$ cat config.mk
export PLATFORM = sky130hd
export DESIGN_NAME = digital_input_edge_irq
export DESIGN_NICKNAME = d
export VERILOG_FILES = /design/src/logic/edge_irq_pkg.sv /design/src/logic/input_edge_sync.sv /design/src/logic/digital_input_edge_irq.sv
export SDC_FILE = /design/constraint.sdc
export NUM_CORES = 1
export LEC_CHECK = 0
export BUFFER_PORTS_ARGS = -buffer_cell sky130_fd_sc_hd__buf_2
export CAP_MARGIN = 10
export CORE_MARGIN = 4
export CORE_UTILIZATION = 35
export CTS_BUF_LIST = sky130_fd_sc_hd__clkbuf_4 sky130_fd_sc_hd__clkbuf_8 sky130_fd_sc_hd__clkbuf_16
export CTS_CLUSTER_SIZE = 14
export DETAILED_ROUTE_END_ITERATION = 12
export PLACE_DENSITY = 0.68
export REMOVE_ABC_BUFFERS = 1
export SYNTH_ARGS = -nofsm -noshare
export SYNTH_HDL_FRONTEND = slang
export SYNTH_SLANG_ARGS = --single-unit
$ cat constraint.sdc
create_clock -name clk_sys -period 1.9 [get_ports clk_sys]
set_input_delay 0.19 -clock clk_sys [delete_from_list [all_inputs] [get_ports clk_sys]]
set_output_delay 0.19 -clock clk_sys [all_outputs]
set_load 0.02 [all_outputs]
$ cat src/logic/edge_irq_pkg.sv
// What this block does
// - input interrupts share the counter request line
// - enable register: bit per channel, 1 enables
// - edge register: 0 falling, 1 rising
// - flag register reads 1 after an interrupt
// - writing 1 clears a flag, 0 ignored
// - flag must clear before next service
// - writes control, reads return current status
// - only two input channels can interrupt
package edge_irq_pkg;

   // ==========================================================
   // bus geometry
   localparam int ADDR_WIDTH = 12;
   localparam int DATA_WIDTH = 8;

   // ==========================================================
   // register offsets, byte i/o addresses
   localparam logic [11:0] ENABLE_OFFSET = 12'h202;
   localparam logic [11:0] EDGE_OFFSET = 12'h203;
   localparam logic [11:0] FLAG_OFFSET = 12'h207;
   localparam logic [11:0] OVR_STATUS_OFFSET = 12'h210;
   localparam logic [11:0] OVR_CLEAR_OFFSET = 12'h211;
   localparam logic [11:0] OVR_ENABLE_OFFSET = 12'h212;

   // ==========================================================
   // channel layout, bit 0 is channel a, bit 1 channel b
   localparam int CHANNEL_COUNT = 2;
   localparam int CHAN_A_BIT = 0;
   localparam int CHAN_B_BIT = 1;

   // ==========================================================
   // values after reset
   localparam logic [1:0] ENABLE_RESET = 2'h0;
   localparam logic [1:0] EDGE_RESET = 2'h0;
   localparam logic [1:0] FLAG_RESET = 2'h0;
   localparam logic [1:0] OVR_RESET = 2'h0;
   localparam logic [7:0] READ_RESET = 8'h00;

   // ==========================================================
   // edge select encoding
   localparam logic EDGE_FALLING = 1'h0;
   localparam logic EDGE_RISING = 1'h1;

endpackage

$ cat src/logic/input_edge_sync.sv
`timescale 1ns/1ps
// ==========================================================
// two-flop synchroniser plus edge detector for one field input
module input_edge_sync (
   // clock and reset
   input wire logic clk_sys,
   input wire logic sys_rst,
   // field side
   input wire logic field_in,
   // edge pulses, one cycle each
   output logic rise_pulse,
   output logic fall_pulse
);
   logic meta; // first stage, read only by sync
   logic sync; // second stage, safe to use
   logic prev; // sync delayed by one cycle
   logic next_meta;
   logic next_sync;
   logic next_prev;

   // next values of the chain
   always_comb begin
      next_meta = field_in;
      next_sync = meta;
      next_prev = sync;
   end

   // chain registers, idle low after reset
   always_ff @(posedge clk_sys or posedge sys_rst) begin
      if (sys_rst) begin
         meta <= 1'h0;
         sync <= 1'h0;
         prev <= 1'h0;
      end else begin
         meta <= next_meta;
         sync <= next_sync;
         prev <= next_prev;
      end
   end

   // edges from the settled stages only
   assign rise_pulse = sync & ~prev;
   assign fall_pulse = ~sync & prev;

endmodule

$ cat src/logic/digital_input_edge_irq.sv
`timescale 1ns/1ps
// ==========================================================
// edge triggered interrupt logic for two isolated inputs
module digital_input_edge_irq (
   // clock and reset
   input wire logic clk_sys,
   input wire logic sys_rst,
   // register port
   input wire logic [edge_irq_pkg::ADDR_WIDTH-1:0] reg_addr,
   input wire logic [edge_irq_pkg::DATA_WIDTH-1:0] reg_wr_data,
   input wire logic reg_wr_stb,
   input wire logic reg_rd_stb,
   output logic [edge_irq_pkg::DATA_WIDTH-1:0] reg_rd_data,
   // isolated field inputs, asynchronous
   input wire logic isolated_input_a,
   input wire logic isolated_input_b,
   // counter interrupt sharing the line, same clock
   input wire logic counter_irq_req,
   // shared interrupt request, level
   output logic irq_request
);
   import edge_irq_pkg::*;

   // ==========================================================
   // channel edge detection

   logic [CHANNEL_COUNT-1:0] field_pins; // raw pins as a vector
   logic [CHANNEL_COUNT-1:0] rise; // rising edge pulses
   logic [CHANNEL_COUNT-1:0] fall; // falling edge pulses
   logic [CHANNEL_COUNT-1:0] hit; // selected edge seen

   // control and status state
   logic [CHANNEL_COUNT-1:0] input_irq_enable; // per channel enable
   logic [CHANNEL_COUNT-1:0] input_irq_edge_select; // 1 rising
   logic [CHANNEL_COUNT-1:0] input_irq_flag; // sticky flags
   logic [CHANNEL_COUNT-1:0] ovr_status; // edge lost on set flag
   logic [CHANNEL_COUNT-1:0] ovr_enable; // gates ovr onto line

   // next values
   logic [CHANNEL_COUNT-1:0] next_enable;
   logic [CHANNEL_COUNT-1:0] next_edge;
   logic [CHANNEL_COUNT-1:0] next_flag;
   logic [CHANNEL_COUNT-1:0] next_ovr_status;
   logic [CHANNEL_COUNT-1:0] next_ovr_enable;
   logic [DATA_WIDTH-1:0] next_rd_data;
   logic next_irq;

   // decoded write strobes
   logic wr_enable;
   logic wr_edge;
   logic wr_flag;
   logic wr_ovr_clear;
   logic wr_ovr_enable;
   logic [CHANNEL_COUNT-1:0] flag_clear; // write one to clear
   logic [CHANNEL_COUNT-1:0] ovr_clear;
   logic [CHANNEL_COUNT-1:0] set_event; // flag set this cycle
   logic [CHANNEL_COUNT-1:0] lost_event; // edge while pending

   assign field_pins[CHAN_A_BIT] = isolated_input_a;
   assign field_pins[CHAN_B_BIT] = isolated_input_b;

   // two channels only
   // further inputs have no path here; they feed counters elsewhere
   generate
      for (genvar ch = 0; ch < CHANNEL_COUNT; ch++) begin : g_chan
         input_edge_sync u_sync (
            .clk_sys(clk_sys),
            .sys_rst(sys_rst),
            .field_in(field_pins[ch]),
            .rise_pulse(rise[ch]),
            .fall_pulse(fall[ch])
         );
         // edge choice
         // one edge select bit per channel picks the polarity
         assign hit[ch] = (input_irq_edge_select[ch] == EDGE_RISING) ?
            rise[ch] : fall[ch];
      end
   endgenerate

   // ==========================================================
   // write decode

   // a write is a single strobe cycle, no wait states
   always_comb begin
      wr_enable = reg_wr_stb && (reg_addr == ENABLE_OFFSET);
      wr_edge = reg_wr_stb && (reg_addr == EDGE_OFFSET);
      wr_flag = reg_wr_stb && (reg_addr == FLAG_OFFSET);
      wr_ovr_clear = reg_wr_stb && (reg_addr == OVR_CLEAR_OFFSET);
      wr_ovr_enable = reg_wr_stb && (reg_addr == OVR_ENABLE_OFFSET);
      // ones clear
      // zeros in the written byte leave their flag alone
      flag_clear = wr_flag ? reg_wr_data[CHANNEL_COUNT-1:0] : 2'h0;
      ovr_clear = wr_ovr_clear ? reg_wr_data[CHANNEL_COUNT-1:0] : 2'h0;
   end

   // ==========================================================
   // control registers

   // next enable and edge select
   always_comb begin
      next_enable = input_irq_enable;
      next_edge = input_irq_edge_select;
      next_ovr_enable = ovr_enable;
      if (wr_enable) begin
         next_enable = reg_wr_data[CHANNEL_COUNT-1:0];
      end
      if (wr_edge) begin
         next_edge = reg_wr_data[CHANNEL_COUNT-1:0];
      end
      // overrun mask, upper bits dropped
      if (wr_ovr_enable) begin
         next_ovr_enable = reg_wr_data[CHANNEL_COUNT-1:0];
      end
   end

   // control state, enables and overrun mask cleared, edge select falling after reset
   always_ff @(posedge clk_sys or posedge sys_rst) begin
      if (sys_rst) begin
         input_irq_enable <= ENABLE_RESET;
         input_irq_edge_select <= EDGE_RESET;
         ovr_enable <= OVR_RESET;
      end else begin
         input_irq_enable <= next_enable;
         input_irq_edge_select <= next_edge;
         ovr_enable <= next_ovr_enable;
      end
   end

   // ==========================================================
   // flags and overrun status

   // no hazard: changing the edge select only picks the rise or fall pulse
   // and cannot itself make an edge look taken; no need to disable first
   always_comb begin
      set_event = input_irq_enable & hit;
      // pending blocks service
      // an edge on a pending flag is not a new interrupt
      lost_event = set_event & input_irq_flag & ~flag_clear;
      // sticky flag
      // set wins when a clear lands in the same cycle
      next_flag = (input_irq_flag & ~flag_clear) | set_event;
      next_ovr_status = (ovr_status & ~ovr_clear) | lost_event;
   end

   // flag state, clear after reset
   always_ff @(posedge clk_sys or posedge sys_rst) begin
      if (sys_rst) begin
         input_irq_flag <= FLAG_RESET;
         ovr_status <= OVR_RESET;
      end else begin
         input_irq_flag <= next_flag;
         ovr_status <= next_ovr_status;
      end
   end

   // ==========================================================
   // read path and interrupt line

   // reads show status
   // data are registered, so they stand only in the next cycle
   always_comb begin
      next_rd_data = READ_RESET;
      if (reg_rd_stb) begin
         case (reg_addr)
            ENABLE_OFFSET: begin
               next_rd_data[CHANNEL_COUNT-1:0] = input_irq_enable;
            end
            EDGE_OFFSET: begin
               next_rd_data[CHANNEL_COUNT-1:0] = input_irq_edge_select;
            end
            FLAG_OFFSET: begin
               next_rd_data[CHANNEL_COUNT-1:0] = input_irq_flag;
            end
            OVR_STATUS_OFFSET: begin
               next_rd_data[CHANNEL_COUNT-1:0] = ovr_status;
            end
            OVR_ENABLE_OFFSET: begin
               next_rd_data[CHANNEL_COUNT-1:0] = ovr_enable;
            end
            // clear register and unmapped addresses read zero
            default: begin
               next_rd_data = READ_RESET;
            end
         endcase
      end
   end

   // held while pending
   // a disabled channel keeps its flag, which stops driving the line; its overrun bit still drives it if unmasked
   always_comb begin
      next_irq = |(input_irq_flag & input_irq_enable) |
         |(ovr_status & ovr_enable) | counter_irq_req;
   end

   // outputs straight from flops; adds one cycle to the line
   always_ff @(posedge clk_sys or posedge sys_rst) begin
      if (sys_rst) begin
         reg_rd_data <= READ_RESET;
         irq_request <= 1'h0;
      end else begin
         reg_rd_data <= next_rd_data;
         irq_request <= next_irq;
      end
   end
endmodule

==> results.md <==
* Synthesis-to-finish area growth at 19.8%
* Part of the power in the clock network at approximately 30%
* Pleak at between 0.5 and 0.6 nW
* Routability cong. at roughly 0.84
* Yosys cell types at 27
* Pin count of the biggest net entering global routing at 20
* Clock skew at between 0.008 and 0.009 ns
* Compound-cell area share of the yosys netlist at a little over a tenth
* Post-route ant nets at 0
* P per Cell Area at ~600 nW/um^2
* First-iteration detailed-routing DRC count at 13
* Critical Path Stages at 5
* Antenna violations before repair at 0
* Minimum clock period at 1.61 ns
* Reg2reg path depth at 4
* Post-Synthesis Cells at 90
* Synthesized area at ~960 um^2
* Port buffer count at 23
* Failing checks: hold timing
* Final setup fails at 0
* Crit Path Category: primary input to flop
* Buffers plus inverters on the worst setup path at 1
* I/O pins at 36
* CTS tree: done
* CTS sink cnt at 19
* TNS Setup at 0 ns
* Initial Util at a little under two fifths
* Drc violations at 0
* Grt ovf at 0
* Flop pwr share at approximately 59%
* Final hold vios at 9
* Max incr delay on CP at 0.58 ns
* CP arrival at about 1.8 ns
* N_diodes at 0
* H-Tree Depth at 1
* Area of the multi-input gates at ~430 um^2
* Root Buffer: clkbuf_4
* Cts bufs inserted at 3
* FF/Latch Area at 475 um^2
* CP max FO at 3
* CP top delay family: simple AND/OR/NAND/NOR gates
* Hold_buf cts at 1
* Area contributors post-synth: dfrtp_1, mux2_2, buf_4
* Longest Clk Path Bufs at 2
* Worst endpoint required time at about 2.1 ns
* Combinational share of power at 11.1%
* Drt wl/cell at around 13 um
* First-pass GRT wire length at ~3100 um
* Largest family of logic cells by synthesized area: simple AND/OR/NAND/NOR gates
* CP endpoint kind: flop
* Area share of the largest cell type after synthesis at about half
* Relative slew slack at a little over half
* Vias per Instance at ~5.2
* CP cell instances: buf_2, or4b_1, or4_4, o21ai_0, o2bb2ai_1
* Mux contribution to synthesized area at a little over a tenth
* Final wirelength at about 2000 um
* Synth Area in Simple Gates at 21.4%
* Critical Path Start Type: primary input
* Int Power at 0.542 mW
* Synth Area in XOR/XNOR at 0%
* RSZ-0062 raised after global routing: no
* Synth Area in Adders at 0%
* Core area at about 2500 um^2
* Worst path slowest cell: or4_4
* Sequential area share after synthesis at roughly half
* Crit share post-route at ~85%
* Sw power at around 0.16 mW
* Fmax at slightly above 0.6 GHz
* Clk slew on worst S/H paths at about 0.10 ns
* Layout fillers at 256
* Hold_ws at -0.00819 ns
* Die ar. at 3640 um^2
* Chip width at approximately 60 um
* Status: finished with violations
* Final Max Slew Viols at 0
* Cts repair resizes at 0
* Clk Latency, worst-skew pair at about 0.29 ns
* Pre-antenna DRT Iters at 4
* # rows at 18
* Post-CTS setup buffer count at 0
* #FFs+latches synth at 19
* Max-Cap Viols at 0
* Vias post-DR at between 700 and 800
* Total track usage at roughly 12%
* Worst-Margin Slew at 0.696 ns
* Tightest Hold Check Type: primary input to asynchronous set/reset pin
* Layout cell share with drive strength beyond 1 at 35.3%
* Number of global-route vias before repair at around 750
* Sw frac at around 23%
* DP Wirelength at around 1600 um
* Yosys top cell by area: dfrtp_1
* Warnings from Yosys at 0
* Max VDD drop at ~0.37 mV
* Nets at roughly 150
* Synthesized area per cell at between 10 and 15 um^2
* Die H at 60.4 um
-- synth_stat cells --
cell type and number:
a22oi_1 3, mux2_2 9, dfrtp_1 19, a211o_1 1, a22o_1 2, nor3b_1 4, buf_4 6, nor2b_4 1
clkbuf_1 1, nor2b_1 1, o21bai_1 1, a21oi_1 2, conb_1 1, or4_4 2, o2bb2ai_1 1, nor2_1 5
nand3_1 4, or4b_1 1, nor4_1 1, and3_1 1, inv_1 4, buf_2 1, nand2_1 6, and3b_1 3
o21ai_0 6, nor3_1 2, nand2b_1 2
-- final timing paths --
check                                             endpoint                startpoint  slack [ns]
worst min-delay path              input_irq_edge_select[0]                   sys_rst      -0.008
worst max register to register               ovr_status[0]  input_irq_edge_select[0]        0.52
worst min register to register  g_chan[1].u_sync.next_prev     g_chan[1].u_sync.meta        0.36
min in group clk_sys                           irq_request           counter_irq_req        0.14
worst max-delay path                         ovr_status[1]               reg_addr[8]        0.29
max in group asynchronous         input_irq_edge_select[1]                   sys_rst        1.46
-- layer usage --
| metal | vias up | wire [um] | global-route usage, % |
|---|---|---|---|
| met4 | 0 | 19 | 5.38 |
| met1 | 359 | 787 | 12.8 |
| met5 | - | 0 | 0 |
| met2 | 41 | 964 | 20.5 |
| met3 | 2 | 192 | 3.19 |
| li1 | 366 | - | - |
-- cells by family after synthesis --
family / after synthesis
DFF: 19
buffers and inverters: 12
and+or+nand+nor: 33
muxes: 9
AOI/OAI and AO/OA: 16
other: 1
-- state kept, by name, summed over array words and instances, names as in the netlist --
| signal | count |
|---|---|
| reg_rd_data | 2 |
| g_chan.u_sync.prev | 2 |
| g_chan.u_sync.meta | 2 |
| input_irq_flag | 2 |
| g_chan.u_sync.next_prev | 2 |
| ovr_status | 2 |
| input_irq_enable | 2 |
| irq_request | 1 |
| input_irq_edge_select | 2 |
| ovr_enable | 2 |
-- layout by cell type, fill, tap and decap left out, types with 3 or more instances in the layout --
| cell | instances |
|---|---|
| nand2_1 | 6 |
| and3b_1 | 3 |
| buf_2 | 23 |
| nor3b_1 | 4 |
| mux2_2 | 9 |
| nand3_1 | 4 |
| conb_1 | 6 |
| inv_1 | 4 |
| buf_4 | 3 |
| o21ai_0 | 6 |
| clkbuf_4 | 4 |
| nor2_1 | 5 |
| dfrtp_1 | 19 |
| a22oi_1 | 3 |
-- power groups by stage --
stage / logic, mW / clock network (mW) / registers, mW
after detailed placement: 0.0753 / 0 / 0.426
after global routing: 0.0867 / 0.231 / 0.419
after global placement: 0.0741 / 0 / 0.425
after CTS: 0.0768 / 0.213 / 0.418
after floorplan: 0.0375 / 0 / 0.425
final: 0.0780 / 0.207 / 0.418
-- cell type report --
cell class | instances | area share, %
clock buffers | 4 | 2.61
inverters | 4 | 1.31
multi-input cells | 64 | 37.8
flip-flops and latches | 19 | 41.3
well taps | 30 | 3.26
repair buffers | 28 | 13.7
-- metrics by stage --
stage          area, um^2  power, mW  setup slack [ns]  cells  utilization [%]
6_report             1150      0.703             0.289    149             45.2
5_1_grt              1150      0.737             0.210    149             45.2
4_1_cts              1140      0.708             0.296    148             44.8
3_5_place_dp         1100      0.501           -0.0133    143             43.2
3_3_place_gp         1100      0.499           0.00706    143             43.2
2_1_floorplan         925      0.463            0.0775     87                -
Note: power is estimated with default switching activity, not from simulation.
